## config.mk

```make
export PLATFORM = sky130hd
export DESIGN_NAME = sfp_flash_ctrl
export DESIGN_NICKNAME = d
export VERILOG_FILES = /design/src/hdl/sfp_pkg.sv /design/src/hdl/sfp_fifo.sv /design/src/hdl/sfp_flash_ctrl.sv /design/src/hdl/sfp_sync.sv
export SDC_FILE = /design/constraint.sdc
export NUM_CORES = 1
export LEC_CHECK = 0
export BUFFER_PORTS_ARGS = -buffer_cell sky130_fd_sc_hd__clkbuf_2
export CELL_PAD_IN_SITES_DETAIL_PLACEMENT = 1
export CELL_PAD_IN_SITES_GLOBAL_PLACEMENT = 1
export CORE_ASPECT_RATIO = 0.9
export CORE_MARGIN = 2
export CORE_UTILIZATION = 39
export DETAILED_ROUTE_END_ITERATION = 10
export GPL_TIMING_DRIVEN = 0
export HOLD_SLACK_MARGIN = 0.06
export PLACE_DENSITY_LB_ADDON = 0.1
export SLEW_MARGIN = 10
export SYNTH_ARGS = -nofsm -noshare
export SYNTH_HDL_FRONTEND = slang
export SYNTH_HIERARCHICAL = 1
export SYNTH_SLANG_ARGS = --single-unit
```

## constraint.sdc

```tcl
create_clock -name mclk -period 2.85 [get_ports mclk]
set_input_delay 0.4275 -clock mclk [delete_from_list [all_inputs] [get_ports mclk]]
set_output_delay 0.4275 -clock mclk [all_outputs]
set_load 0.03 [all_outputs]
```

## src/hdl/sfp_pkg.sv

```systemverilog
// shared constants, opcodes, timing and types of the serial flash command block
package sfp_pkg;
    // ==========================================================
    // array geometry
    localparam int ADDR_W = 24;
    localparam int ARRAY_AW = 20;
    localparam int SECTOR_LSB = 12;
    localparam int BLOCK_LSB = 16;
    localparam int BYTE_W = 8;
    localparam int FIFO_DEPTH = 32;
    localparam logic [ARRAY_AW-1:0] SECTOR_MASK = ARRAY_AW'(~((1 << SECTOR_LSB) - 1));
    localparam logic [ARRAY_AW-1:0] BLOCK_MASK = ARRAY_AW'(~((1 << BLOCK_LSB) - 1));

    // ==========================================================
    // frame bit counts, counted in rising serial clock edges
    localparam logic [5:0] OPC_BITS = 6'h08;
    localparam logic [5:0] STW_BITS = 6'h10;
    localparam logic [5:0] ADDR_END = 6'h20;
    localparam logic [5:0] FAST_DUMMY_BITS = 6'h08;
    localparam logic [5:0] BIT_CNT_MAX = 6'h3f;

    // ==========================================================
    // opcodes, values are arbitrary and may be edited freely
    localparam logic [7:0] OP_SET_WRITE_LATCH = 8'h11;
    localparam logic [7:0] OP_CLR_WRITE_LATCH = 8'h12;
    localparam logic [7:0] OP_STATUS_READ = 8'h13;
    localparam logic [7:0] OP_STATUS_WRITE = 8'h14;
    localparam logic [7:0] OP_READ = 8'h15;
    localparam logic [7:0] OP_FAST_READ = 8'h16;
    localparam logic [7:0] OP_DUAL_OUTPUT_READ = 8'h17;
    localparam logic [7:0] OP_SECTOR_ERASE = 8'h18;
    localparam logic [7:0] OP_BLOCK_ERASE = 8'h19;
    localparam logic [7:0] OP_CHIP_ERASE = 8'h1a;

    // ==========================================================
    // timing
    localparam int MCLK_MHZ = 40;
    localparam int STW_TIME_US = 10;
    localparam int SECTOR_ERASE_TIME_US = 100;
    localparam int BLOCK_ERASE_TIME_US = 500;
    localparam int CHIP_ERASE_TIME_US = 4000;
    localparam int STW_CYC = STW_TIME_US * MCLK_MHZ;
    localparam int DUAL_DUMMY_DEFAULT = 8;

    // ==========================================================
    // pin order {csN, sclk, siIn, wpN} and idle levels
    localparam logic [3:0] PIN_IDLE = 4'h9;

    // ==========================================================
    // types
    typedef struct packed {
        logic statusWriteDisable;
        logic [2:0] rsvd;
        logic [1:0] protectLevel;
        logic writeEnableLatch;
        logic writeInProgress;
    } sfp_status_t;
    localparam sfp_status_t STATUS_RST = 8'h00;

    typedef enum logic [1:0] {
        ER_SECTOR = 2'h0,
        ER_BLOCK = 2'h1,
        ER_CHIP = 2'h2
    } sfp_erase_kind_t;

    typedef struct packed {
        sfp_erase_kind_t kind;
        logic [ARRAY_AW-1:0] base;
    } sfp_erase_t;

    typedef enum logic [4:0] {
        S_OPC = 5'h01,
        S_ADDR = 5'h02,
        S_OUT = 5'h04,
        S_STAT = 5'h08,
        S_IGN = 5'h10
    } sfp_state_t;
endpackage

```

## src/hdl/sfp_fifo.sv

```systemverilog
// flip-flop fifo with valid/ready on both sides and a flush
`timescale 1ns/1ps
module sfp_fifo #(
    parameter int W = 8,
    parameter int DEPTH = 32
) (
    input logic mclk,
    input logic sys_rst,
    input logic flush,
    input logic inValid,
    output logic inReady,
    input logic [W-1:0] inData,
    output logic outValid,
    input logic outReady,
    output logic [W-1:0] outData
);
    localparam int AW = $clog2(DEPTH);
    localparam logic [AW:0] FULL_CNT = (AW+1)'(DEPTH);

    logic [W-1:0] mem_q [DEPTH];
    logic [W-1:0] mem_d [DEPTH];
    logic [AW-1:0] wrPtr_q, wrPtr_d, rdPtr_q, rdPtr_d;
    logic [AW:0] cnt_q, cnt_d;
    logic push, pop;

    assign inReady = cnt_q != FULL_CNT;
    assign outValid = cnt_q != '0;
    assign outData = mem_q[rdPtr_q];

    always_comb begin
        mem_d = mem_q;
        push = inValid & inReady;
        pop = outValid & outReady;
        wrPtr_d = wrPtr_q;
        rdPtr_d = rdPtr_q;
        cnt_d = cnt_q;
        if (flush) begin
            wrPtr_d = '0;
            rdPtr_d = '0;
            cnt_d = '0;
        end else begin
            if (push) begin
                mem_d[wrPtr_q] = inData;
                wrPtr_d = wrPtr_q + AW'(1);
            end
            if (pop) begin
                rdPtr_d = rdPtr_q + AW'(1);
            end
            cnt_d = cnt_q + (AW+1)'(push) - (AW+1)'(pop);
        end
    end

    always_ff @(posedge mclk) begin
        if (sys_rst) begin
            wrPtr_q <= '0;
            rdPtr_q <= '0;
            cnt_q <= '0;
        end else begin
            wrPtr_q <= wrPtr_d;
            rdPtr_q <= rdPtr_d;
            cnt_q <= cnt_d;
        end
        mem_q <= mem_d;
    end
endmodule

```

## src/hdl/sfp_flash_ctrl.sv

```systemverilog
// serial flash command block: protection, reads and erases behind the serial pins
`timescale 1ns/1ps
module sfp_flash_ctrl #(
    parameter int unsigned SECTOR_ERASE_CYC = sfp_pkg::SECTOR_ERASE_TIME_US * sfp_pkg::MCLK_MHZ,
    parameter int unsigned BLOCK_ERASE_CYC = sfp_pkg::BLOCK_ERASE_TIME_US * sfp_pkg::MCLK_MHZ,
    parameter int unsigned CHIP_ERASE_CYC = sfp_pkg::CHIP_ERASE_TIME_US * sfp_pkg::MCLK_MHZ,
    parameter int unsigned DUAL_DUMMY_CLKS = sfp_pkg::DUAL_DUMMY_DEFAULT
) (
    input logic mclk,
    input logic sys_rst,
    input logic csN,
    input logic sclk,
    input logic siIn,
    output logic siOut,
    output logic siOe,
    output logic soOut,
    output logic soOe,
    input logic wpN,
    output logic arrayRdEn,
    output logic [sfp_pkg::ARRAY_AW-1:0] arrayAddr,
    input logic [sfp_pkg::BYTE_W-1:0] arrayRdData,
    output logic eraseStart,
    output sfp_pkg::sfp_erase_t eraseReq,
    output sfp_pkg::sfp_status_t status,
    output logic hwProtectedMode
);
    import sfp_pkg::*;

    localparam logic [5:0] FAST_START = ADDR_END + FAST_DUMMY_BITS;
    localparam logic [5:0] DUAL_START = ADDR_END + 6'(DUAL_DUMMY_CLKS);

    // ==========================================================
    // decoding helpers
    function automatic logic isProtected(input logic [ARRAY_AW-1:0] a, input logic [1:0] lvl);
        case (lvl)
            2'h1: isProtected = &a[ARRAY_AW-1 -: 2];
            2'h2: isProtected = a[ARRAY_AW-1];
            2'h3: isProtected = 1'b1;
            default: isProtected = 1'b0;
        endcase
    endfunction

    // frame bit count at which data output starts, zero for non-reads
    function automatic logic [5:0] dataStart(input logic [7:0] opc);
        case (opc)
            OP_READ: dataStart = ADDR_END;
            OP_FAST_READ: dataStart = FAST_START;
            OP_DUAL_OUTPUT_READ: dataStart = DUAL_START;
            default: dataStart = 6'h00;
        endcase
    endfunction

    function automatic sfp_state_t afterOpcode(input logic [7:0] opc, input logic busy);
        if (busy) begin
            // only the status read is served during a cycle
            afterOpcode = (opc == OP_STATUS_READ) ? S_STAT : S_IGN;
        end else begin
            case (opc)
                OP_STATUS_READ: afterOpcode = S_STAT;
                OP_READ, OP_FAST_READ, OP_DUAL_OUTPUT_READ,
                OP_SET_WRITE_LATCH, OP_CLR_WRITE_LATCH, OP_STATUS_WRITE,
                OP_SECTOR_ERASE, OP_BLOCK_ERASE, OP_CHIP_ERASE: afterOpcode = S_ADDR;
                default: afterOpcode = S_IGN;
            endcase
        end
    endfunction

    // ==========================================================
    // pins and edges
    logic [3:0] pinsF;
    logic csF, sclkF, siF, wpF;
    logic sclkPrev_q, sclkPrev_d, csPrev_q, csPrev_d;
    logic sclkRise, sclkFall, csRise;

    sfp_sync #(
        .W(4),
        .RST_VAL(PIN_IDLE)
    ) u_sync (
        .mclk(mclk),
        .sys_rst(sys_rst),
        .din({csN, sclk, siIn, wpN}),
        .dout(pinsF)
    );

    assign csF = pinsF[3];
    assign sclkF = pinsF[2];
    assign siF = pinsF[1];
    assign wpF = pinsF[0];

    always_comb begin
        sclkPrev_d = sclkF;
        csPrev_d = csF;
        sclkRise = sclkF & ~sclkPrev_q & ~csF;
        sclkFall = ~sclkF & sclkPrev_q & ~csF;
        csRise = csF & ~csPrev_q;
    end

    always_ff @(posedge mclk) begin
        if (sys_rst) begin
            sclkPrev_q <= 1'b0;
            csPrev_q <= 1'b1;
        end else begin
            sclkPrev_q <= sclkPrev_d;
            csPrev_q <= csPrev_d;
        end
    end

    // ==========================================================
    // frame decoder
    sfp_state_t state_q, state_d;
    logic [5:0] bitCnt_q, bitCnt_d;
    logic [ADDR_W-1:0] sh_q, sh_d;
    logic [7:0] opc_q, opc_d;
    logic enterOut;
    sfp_status_t status_q, status_d;

    always_comb begin
        state_d = state_q;
        bitCnt_d = bitCnt_q;
        sh_d = sh_q;
        opc_d = opc_q;
        enterOut = 1'b0;
        if (csF) begin
            // deselect ends any frame at any bit, reads included
            state_d = S_OPC;
            bitCnt_d = 6'h00;
        end else if (sclkRise) begin
            if (bitCnt_q != BIT_CNT_MAX) begin
                bitCnt_d = bitCnt_q + 6'h01;
            end
            // shifting stops after the address so dummy bits leave it intact
            if (bitCnt_q < ADDR_END) begin
                sh_d = {sh_q[ADDR_W-2:0], siF};
            end
            case (state_q)
                S_OPC: begin
                    if (bitCnt_q == OPC_BITS - 6'h01) begin
                        opc_d = {sh_q[6:0], siF};
                        state_d = afterOpcode(opc_d, status_q.writeInProgress);
                    end
                end
                S_ADDR: begin
                    if (bitCnt_d == dataStart(opc_q)) begin
                        state_d = S_OUT;
                        enterOut = 1'b1;
                    end
                end
                default: begin
                end
            endcase
        end
    end

    always_ff @(posedge mclk) begin
        if (sys_rst) begin
            state_q <= S_OPC;
            bitCnt_q <= 6'h00;
            sh_q <= '0;
            opc_q <= 8'h00;
        end else begin
            state_q <= state_d;
            bitCnt_q <= bitCnt_d;
            sh_q <= sh_d;
            opc_q <= opc_d;
        end
    end

    // ==========================================================
    // status register, write latch and self-timed cycles
    logic [31:0] busyCnt_q, busyCnt_d;
    logic stwPend_q, stwPend_d;
    sfp_status_t stwData_q, stwData_d;
    logic eraseStart_q, eraseStart_d;
    sfp_erase_t eraseReq_q, eraseReq_d;
    logic hwMode_q, hwMode_d;
    logic hwNow, latchOk;
    logic [ARRAY_AW-1:0] secBase, blkBase;

    always_comb begin
        status_d = status_q;
        busyCnt_d = busyCnt_q;
        stwPend_d = stwPend_q;
        stwData_d = stwData_q;
        eraseStart_d = 1'b0;
        eraseReq_d = eraseReq_q;
        hwNow = status_q.statusWriteDisable & ~wpF;
        hwMode_d = hwNow;
        latchOk = status_q.writeEnableLatch;
        secBase = sh_q[ARRAY_AW-1:0] & SECTOR_MASK;
        blkBase = sh_q[ARRAY_AW-1:0] & BLOCK_MASK;
        if (status_q.writeInProgress) begin
            busyCnt_d = busyCnt_q - 32'h1;
            if (busyCnt_q == 32'h1) begin
                status_d.writeInProgress = 1'b0;
                status_d.writeEnableLatch = 1'b0;
                if (stwPend_q) begin
                    status_d.statusWriteDisable = stwData_q.statusWriteDisable;
                    status_d.protectLevel = stwData_q.protectLevel;
                end
                stwPend_d = 1'b0;
            end
        end else if (csRise && state_q == S_ADDR) begin
            case (opc_q)
                OP_SET_WRITE_LATCH: begin
                    if (bitCnt_q == OPC_BITS) begin
                        status_d.writeEnableLatch = 1'b1;
                    end
                end
                OP_CLR_WRITE_LATCH: begin
                    if (bitCnt_q == OPC_BITS) begin
                        status_d.writeEnableLatch = 1'b0;
                    end
                end
                OP_STATUS_WRITE: begin
                    // protect pin only matters once the disable bit is set
                    if (bitCnt_q == STW_BITS && latchOk && !hwNow) begin
                        status_d.writeInProgress = 1'b1;
                        busyCnt_d = 32'(STW_CYC);
                        stwPend_d = 1'b1;
                        stwData_d = sh_q[7:0];
                    end
                end
                OP_SECTOR_ERASE: begin
                    if (bitCnt_q == ADDR_END && latchOk
                            && !isProtected(secBase, status_q.protectLevel)) begin
                        status_d.writeInProgress = 1'b1;
                        busyCnt_d = 32'(SECTOR_ERASE_CYC);
                        eraseStart_d = 1'b1;
                        eraseReq_d = '{kind: ER_SECTOR, base: secBase};
                    end
                end
                OP_BLOCK_ERASE: begin
                    if (bitCnt_q == ADDR_END && latchOk
                            && !isProtected(blkBase, status_q.protectLevel)) begin
                        status_d.writeInProgress = 1'b1;
                        busyCnt_d = 32'(BLOCK_ERASE_CYC);
                        eraseStart_d = 1'b1;
                        eraseReq_d = '{kind: ER_BLOCK, base: blkBase};
                    end
                end
                OP_CHIP_ERASE: begin
                    if (bitCnt_q == OPC_BITS && latchOk && status_q.protectLevel == 2'h0) begin
                        status_d.writeInProgress = 1'b1;
                        busyCnt_d = 32'(CHIP_ERASE_CYC);
                        eraseStart_d = 1'b1;
                        eraseReq_d = '{kind: ER_CHIP, base: '0};
                    end
                end
                default: begin
                end
            endcase
        end
        status_d.rsvd = 3'h0;
    end

    always_ff @(posedge mclk) begin
        if (sys_rst) begin
            status_q <= STATUS_RST;
            busyCnt_q <= 32'h0;
            stwPend_q <= 1'b0;
            stwData_q <= STATUS_RST;
            eraseStart_q <= 1'b0;
            eraseReq_q <= '0;
            hwMode_q <= 1'b0;
        end else begin
            status_q <= status_d;
            busyCnt_q <= busyCnt_d;
            stwPend_q <= stwPend_d;
            stwData_q <= stwData_d;
            eraseStart_q <= eraseStart_d;
            eraseReq_q <= eraseReq_d;
            hwMode_q <= hwMode_d;
        end
    end

    // ==========================================================
    // array fetch into the read fifo
    logic arrayRdEn_q, arrayRdEn_d;
    logic [ARRAY_AW-1:0] arrayAddr_q, arrayAddr_d;
    logic rdDly_q, rdDly_d;
    logic fifoInReady, fifoOutValid, fifoPop;
    logic [BYTE_W-1:0] fifoOutData;

    // one read in flight keeps the fifo count honest without a credit counter
    always_comb begin
        arrayRdEn_d = 1'b0;
        arrayAddr_d = arrayAddr_q;
        rdDly_d = arrayRdEn_q;
        if (enterOut) begin
            arrayRdEn_d = 1'b1;
            arrayAddr_d = sh_d[ARRAY_AW-1:0];
        end else if (state_q == S_OUT && !csF && !arrayRdEn_q && !rdDly_q && fifoInReady) begin
            arrayRdEn_d = 1'b1;
            arrayAddr_d = arrayAddr_q + ARRAY_AW'(1);
        end
    end

    always_ff @(posedge mclk) begin
        if (sys_rst) begin
            arrayRdEn_q <= 1'b0;
            arrayAddr_q <= '0;
            rdDly_q <= 1'b0;
        end else begin
            arrayRdEn_q <= arrayRdEn_d;
            arrayAddr_q <= arrayAddr_d;
            rdDly_q <= rdDly_d;
        end
    end

    sfp_fifo #(
        .W(BYTE_W),
        .DEPTH(FIFO_DEPTH)
    ) u_fifo (
        .mclk(mclk),
        .sys_rst(sys_rst),
        .flush(csF),
        .inValid(rdDly_q),
        .inReady(fifoInReady),
        .inData(arrayRdData),
        .outValid(fifoOutValid),
        .outReady(fifoPop),
        .outData(fifoOutData)
    );

    // ==========================================================
    // output shifter
    logic [7:0] outSh_q, outSh_d;
    logic [2:0] outCnt_q, outCnt_d;
    logic soOut_q, soOut_d, soOe_q, soOe_d;
    logic siOut_q, siOut_d, siOe_q, siOe_d;
    logic dual, outActive;
    logic [7:0] curByte;

    always_comb begin
        outSh_d = outSh_q;
        outCnt_d = outCnt_q;
        soOut_d = soOut_q;
        siOut_d = siOut_q;
        fifoPop = 1'b0;
        outActive = state_q == S_OUT || state_q == S_STAT;
        dual = state_q == S_OUT && opc_q == OP_DUAL_OUTPUT_READ;
        curByte = outSh_q;
        if (outCnt_q == 3'h0) begin
            // an empty fifo here means the serial clock outran the array; zeros go out
            curByte = (state_q == S_STAT) ? status_q : (fifoOutValid ? fifoOutData : 8'h00);
        end
        if (csF) begin
            outCnt_d = 3'h0;
        end else if (sclkFall && outActive) begin
            fifoPop = state_q == S_OUT && outCnt_q == 3'h0 && fifoOutValid;
            soOut_d = curByte[7];
            if (dual) begin
                siOut_d = curByte[6];
                outSh_d = {curByte[5:0], 2'h0};
                outCnt_d = outCnt_q + 3'h2;
            end else begin
                outSh_d = {curByte[6:0], 1'b0};
                outCnt_d = outCnt_q + 3'h1;
            end
        end
        soOe_d = ~csF & outActive;
        siOe_d = ~csF & dual;
    end

    always_ff @(posedge mclk) begin
        if (sys_rst) begin
            outSh_q <= 8'h00;
            outCnt_q <= 3'h0;
            soOut_q <= 1'b0;
            soOe_q <= 1'b0;
            siOut_q <= 1'b0;
            siOe_q <= 1'b0;
        end else begin
            outSh_q <= outSh_d;
            outCnt_q <= outCnt_d;
            soOut_q <= soOut_d;
            soOe_q <= soOe_d;
            siOut_q <= siOut_d;
            siOe_q <= siOe_d;
        end
    end

    // ==========================================================
    // outputs
    assign soOut = soOut_q;
    assign soOe = soOe_q;
    assign siOut = siOut_q;
    assign siOe = siOe_q;
    assign arrayRdEn = arrayRdEn_q;
    assign arrayAddr = arrayAddr_q;
    assign eraseStart = eraseStart_q;
    assign eraseReq = eraseReq_q;
    assign status = status_q;
    assign hwProtectedMode = hwMode_q;
endmodule

```

## src/hdl/sfp_sync.sv

```systemverilog
// three-stage pin synchroniser with agreement filter
`timescale 1ns/1ps
module sfp_sync #(
    parameter int W = 4,
    parameter logic [W-1:0] RST_VAL = '0
) (
    input logic mclk,
    input logic sys_rst,
    input logic [W-1:0] din,
    output logic [W-1:0] dout
);
    logic [W-1:0] s1_q, s2_q, s3_q, f_q, f_d;
    logic [W-1:0] agree;

    // a bit changes only once stages two and three agree
    always_comb begin
        agree = ~(s2_q ^ s3_q);
        f_d = (agree & s3_q) | (~agree & f_q);
    end

    always_ff @(posedge mclk) begin
        if (sys_rst) begin
            s1_q <= RST_VAL;
            s2_q <= RST_VAL;
            s3_q <= RST_VAL;
            f_q <= RST_VAL;
        end else begin
            s1_q <= din;
            s2_q <= s1_q;
            s3_q <= s2_q;
            f_q <= f_d;
        end
    end

    assign dout = f_q;
endmodule

```

# Word-level counts from Yosys, hierarchy flattened

Memory sizes are Yosys's and may differ from the RTL's. A register that Yosys moved wholly into a read port is not among the register bits.
Index checks and enable logic that the tools add are counted.
Widths: inputs -> output; s select.

Bits in registers: 434
Bits in latches: 0
RAM bits: 0
ROM bits: 96
Input port bits: 14
Output and inout bits: 57
Logic and storage cells: 267
Memories: 1

Memory list:

| name             | words | bits a word | read ports | clocked after memory_dff | write ports | line                 | RTL |
|---|---|---|---|---|---|---|---|
| (name not given) | 32    | 3           | 1          | 1                        | 0           | sfp_flash_ctrl.sv:58 | `case (opc)` |

$add $sub $neg: 9
Multipliers: 0
Divide/modulo/power cells: 0
Order comparisons: 4
Equality and inequality tests: 37
Shift operators: 0
Mux-type cells: 73
Bitwise operators: 25
Reductions and logical operators: 51

Operators by type and width:

| cell                  | count |
|---|---|
| $bwmux 256            | 1 |
| $mux 32               | 6 |
| $pmux 32 s4           | 1 |
| $mux 20               | 5 |
| $eq 8x5->1 const B    | 10 |
| $mux 22               | 3 |
| $pmux 22 s3           | 1 |
| $mux 8                | 7 |
| $bmux 8 s5            | 1 |
| $demux 8 s5           | 1 |
| $mux 6                | 6 |
| $eq 32x1->1 const B   | 1 |
| $sub 32x1->32 const B | 1 |
| $mux 5                | 6 |
| $mux 1                | 25 |
| $add 20x1->20 const B | 1 |
| $ne 3x3->1 const B    | 6 |
| $logic_and 1x1->1     | 17 |
| $reduce_and 4->1      | 4 |
| $ge 6x6->1 const B    | 2 |
| $ne 6x6->1 const B    | 2 |
| $not 5->6             | 2 |
| $pmux 6 s2            | 1 |
| $reduce_and 6->1      | 2 |
| 46 further kinds      | 87 |

# Longest topological paths before layout

Word-level depth: 12
Depth in mapped cells: 16
Depth with buffers taken out: 15

# Cells and area by module

The synthesis kept the hierarchy.

Modules (own cells, without submodules):

| module         | instances | cells each | area an instance (µm²) | sequential area each (µm²) |
|---|---|---|---|---|
| sfp_fifo       | 1         | 575        | 10890.4                | 8007.7 |
| sfp_flash_ctrl | 1         | 870        | 6756.5                 | 2602.5 |
| sfp_sync       | 1         | 41         | 481.7                  | 320.3 |

# Least setup slack after synthesis

No wires, ideal clock.

Path type: reg-to-reg
Start: reg outCnt_q[1]
End: reg u_fifo.cnt_q[4]
Library setup time: 0.128 ns
Data arrival time: 2.553 ns
Data required time: 2.722 ns
Slack: 0.169 ns
Stages on the path, launching flop included: 17
Path buffers: 1
Clock period less this slack: 2.681 ns
Cells stage by stage: dfxtp_1 inv_1 ha_1 nor2b_1 clkbuf_1 nand3_1 nor2_1 nand2_1 inv_1 ha_1 inv_1 ha_1 fa_1 a21oi_1 o21bai_1 xnor2_1 nor2_1

Cells in the longest elaborated chain, start to end: 7

RTL lines:

| item                            | line                  | RTL |
|---|---|---|
| start, declared                 | sfp_flash_ctrl.sv:328 | `logic [2:0] outCnt_q, outCnt_d;` |
| start signal, assigned          | sfp_flash_ctrl.sv:375 | `outCnt_q <= outCnt_d;` |
| $logic_not 3->1                 | sfp_flash_ctrl.sv:350 | `fifoPop = state_q == S_OUT && outCnt_q == 3'h0 && fifoOutValid;` |
| $logic_and 1x1->1 (2 in series) | sfp_flash_ctrl.sv:350 |  |
| $mux 1                          | sfp_flash_ctrl.sv:349 | `end else if (sclkFall && outActive) begin` |
| $mux 1                          | sfp_flash_ctrl.sv:347 | `if (csF) begin` |
| net fifoPop                     | sfp_flash_ctrl.sv:281 | `logic fifoInReady, fifoOutValid, fifoPop;` |
| $and 1x1->1                     | sfp_fifo.sv:33        | `pop = outValid & outReady;` |
| net u_fifo.pop                  | sfp_fifo.sv:24        | `logic push, pop;` |
| $sub 6x1->6                     | sfp_fifo.sv:49        | `cnt_d = cnt_q + (AW+1)'(push) - (AW+1)'(pop);` |
| end signal, assigned            | sfp_fifo.sv:61        | `cnt_q <= cnt_d;` |
| end, declared                   | sfp_fifo.sv:23        | `logic [AW:0] cnt_q, cnt_d;` |

The timed path passes the listed nets, and every way through them passes these cells.
A chain may end at the register's enable or synchronous reset.

# Worst setup path after layout

Start: reg bitCnt_q[0]
End: reg busyCnt_q[29]

Cells in the longest elaborated chain, start to end: 5
Elaborated cells between the ends (all ways): 15
Those cells by class: 7 x eq/ne; 8 x reduce/logical

RTL lines:

| item                                               | line                  | RTL |
|---|---|---|
| start, declared                                    | sfp_flash_ctrl.sv:111 | `logic [5:0] bitCnt_q, bitCnt_d;` |
| start signal, assigned                             | sfp_flash_ctrl.sv:162 | `bitCnt_q <= bitCnt_d;` |
| $eq 6x4->1, or another cell as far along           | sfp_flash_ctrl.sv:242 | `if (bitCnt_q == OPC_BITS && latchOk && status_q.protectLevel == 2'h0) begin` |
| $logic_and 1x1->1 (on tied branches) (2 in series) | -                     |  |
| $ne 3x3->1 (no source line)                        | -                     |  |
| $reduce_and 6->1 (no source line) (*)              | -                     |  |
| end signal, assigned                               | sfp_flash_ctrl.sv:267 | `busyCnt_q <= busyCnt_d;` |
| end, declared                                      | sfp_flash_ctrl.sv:170 | `logic [31:0] busyCnt_q, busyCnt_d;` |

Mark *: on every way between the ends. The rest lies on a longest branch, timed or not.

==> flow_summary.ini <==
[status]
outcome = finished, final reports clean

[grt]
grt-ovfl-total = 0
grt_max_degree = 33
antenna_found_initial = 0
grt_pass1_vias = 12900
grt_pass1_wl_um = 81600
track_usage_pct = 22.3

[synthesis]
synth_async_sr_flop_share_pct = 0
ys_ff_latch = 418
synth_top_area_share_pct = 42.4
synth_area_sq_um = 18100
syn_inst = 1486
synth.most_common_cell = edfxtp_1
synth_edf_count = 256
yosys_warnings = 6
synthTopCellsByCount = 256 x edfxtp_1, 162 x dfxtp_1, 142 x nand2_1
yosys.area.top_type = edfxtp_1
yosysUniqueCellTypes = 80
synth_area_leaders = edfxtp_1 42%, dfxtp_1 18%, mux4_2 5.2%
synth_flop_cell = edfxtp_1
seq_area_frac_synth_pct = 60.3
syn_area_per_cell_sq_um = 12.2

[timing]
fin_hold_ws_ns = 0.268
period_needed_ns = 2.76
fin_skew_ns = 0.0169
relSlewSlack_pct = 35.3
post-route-period-util_pct = 96.7
final_hold_viol_count = 0
max_freq_mhz = 363
setup_tns_ns = 0
timing.final.max_slew_violations = 0
finalSetupViolCount = 0
tightest_slew_ns = 0.958

[power]
power_frac_clock_pct = 49.0
seq_power_share_pct = 49.6
switchingPower_mw = 2.67
peakVddDrop_v = 0.000417
pwr_density_cell_nw_per_um2 = 604
p_leak_nw = 7.07
p_int_mw = 10.3
switching_share_pct = 20.7
p_comb_share_pct = 1.4

[drt]
wirelength_met1_um = 27200
drtAntennaViolNets = 0
drc = 0
firstDrtPassIters = 4
wl_per_cell_um = 23.9
wl_met3_um = 2860
wl_met2_um = 23300
highest_layer = met4
drt-initial-drc-count = 938
vias = 12900
via_per_inst = 5.67
routed_wl_um = 54100

[setup_path]
r2r_slack_ns = 0.09
worstSetupPathType = register to register
critPathLaunchType = register
cp_max_fo = 10
endpoint_kind = register
r2r_start = bitCnt_q[0]$_SDFFE_PP0P_
cp.arrival_ns = 3.26
cp-startpoint = bitCnt_q[0]$_SDFFE_PP0P_
required_ns = 3.36

[cts]
cts-root-buf = clkbuf_16
cts-htree-levels = 2
cts_tree = done
numCtsBuffers = 47
cts_sinks = 418
clockBufferDepth = 3
clkSlewWorstSetupHoldPaths_ns = 0.06
insertion_delay_ns = 0.59

[placed_design]
gp_congestion = 0.832
io_buffers = 55
dp_hpwl_um = 36300

[layout]
nets = 1658
nFillCells = 4802
drive_above_1_share_pct = 20.9
multiInputGateArea_sq_um = 6990
area_growth_pct = 18.2
seq_area_sq_um = 10900

[floorplan]
die_x_um = 231
start_util_pct = 39.7
rows = 74
die-height_um = 209
die_area_sq_um = 48200
core_area_sq_um = 45600
io_pins = 71

[flow_run]
drv_cap = 0

[hold_path]
hp-class = input pin to register
hp-start = sys_rst
metal layers:
layer	GRT usage, %	vias up
met3	4.36	60
li1	-	5888
met2	32.4	274
met5	0	-
met1	34.7	6646
met4	4.09	0
stage by stage:
| stage | setup slack, ns | std cells | instance area [sq um] | power [mW] | util (%) |
|---|---|---|---|---|---|
| global placement | -0.473 | 2163 | 19200 | 6.72 | 42.1 |
| CTS | -0.0901 | 2258 | 21100 | 13.1 | 46.2 |
| detailed placement | -0.497 | 2163 | 19200 | 6.73 | 42.1 |
| floorplan | 0.169 | 1500 | 18200 | 6.62 | - |
| finish | 0.0937 | 2268 | 21400 | 12.9 | 46.9 |
| global route | -0.0488 | 2266 | 21400 | 13.3 | 46.9 |
power by group through the flow:
stage                     logic, mW  registers, mW  clock network (mW)
final                         0.183           6.42                6.33
after global routing          0.200           6.41                6.70
after CTS                     0.184           6.42                6.48
after detailed placement      0.179           6.55                   0
after global placement        0.174           6.55                   0
after floorplan              0.0742           6.55                   0
final cells by class:
class                           instances  share of cell area, %
Sequential cell                       418                   51.0
Multi-Input combinational cell        955                   32.6
Clock buffer                           63                   6.01
Tap cell                              608                   3.55
Buffer                                 93                   2.63
Timing Repair Buffer                   77                   2.16
Clock inverter                         24                   1.44
Inverter                               28                  0.491
Antenna cell                            2                 0.0234
state kept, by name, indices dropped and copies added, names as in the netlist, 3 cells and up, named ones only:
name,flops
outCnt_q,3
opc_q,8
u_fifo/wrPtr_q,5
outSh_q,7
u_sync/s3_q,4
arrayAddr,20
u_fifo/rdPtr_q,5
status,4
u_fifo/cnt_q,6
state_q,5
u_fifo/mem_q,256
u_sync/s1_q,4
eraseReq,10
busyCnt_q,32
stwData_q,3
sh_q,20
bitCnt_q,6
u_sync/s2_q,4
placed cells by master (no fill, tap or decap), drive strengths merged, types with 7 or more instances in the layout:
cell type and n:
a2111oi 8, a21oi 113, a22o 9, a22oi 9, a311oi 11, a31oi 17
and2 17, and3 11, and4 9, buf 64, bufinv 7, clkbuf 165
clkinv 14, conb 15, dfxtp 162, edfxtp 256, ha 23, inv 30
mux2i 46, mux4 48, nand2 142, nand2b 17, nand3 71, nand4 22
nor2 110, nor2b 16, nor3 25, nor4 12, o211ai 7, o21ai 23
o221ai 9, o22ai 9, o31ai 14, or2 14, or3 18, or4 18
xnor2 8, xor2 8
worst paths after layout:
kind,to,cells after the start
hold reg to reg,u_sync/s2_q[0]$_SDFF_PP1_,1
setup reg to reg,busyCnt_q[29]$_SDFFE_PP0P_,9
setup / recovery,busyCnt_q[29]$_SDFFE_PP0P_,9
hold / removal,u_sync/s2_q[1]$_SDFF_PP0_,2
logic make-up (layout without fill, tap and decap cells):
group           count (synthesis)  count (layout)  share of synthesized area (%)
flops                         418             418                           60.3
fa+ha+maj                      24              24                           1.70
simple gates                  538             538                           15.3
mux                            95              95                           8.69
xor+xnor                       16              16                          0.773
other cells                     1              17                         0.0207
compound gates                267             267                           9.63
buf+inv                       127             285                           3.55
worst max-delay path, cell delays in order, from the launching register on:
cell and delay (ns):
dfxtp_1 0.37, inv_2 0.09, ha_1 0.18, and4bb_2 0.28, nand4_1 0.21, a221oi_4 0.53
a21oi_4 0.15, buf_4 0.23, or4b_1 0.50, a21oi_1 0.15
repair_timing:
action,4_1_cts,5_1_grt
setup endpoints to repair,114,250
pin swaps,5,7
hold endpoints to repair,4,0
setup buffers,5,13
gates resized for setup,50,81
hold buffers,4,0
Power figures use the tool's default switching activity.
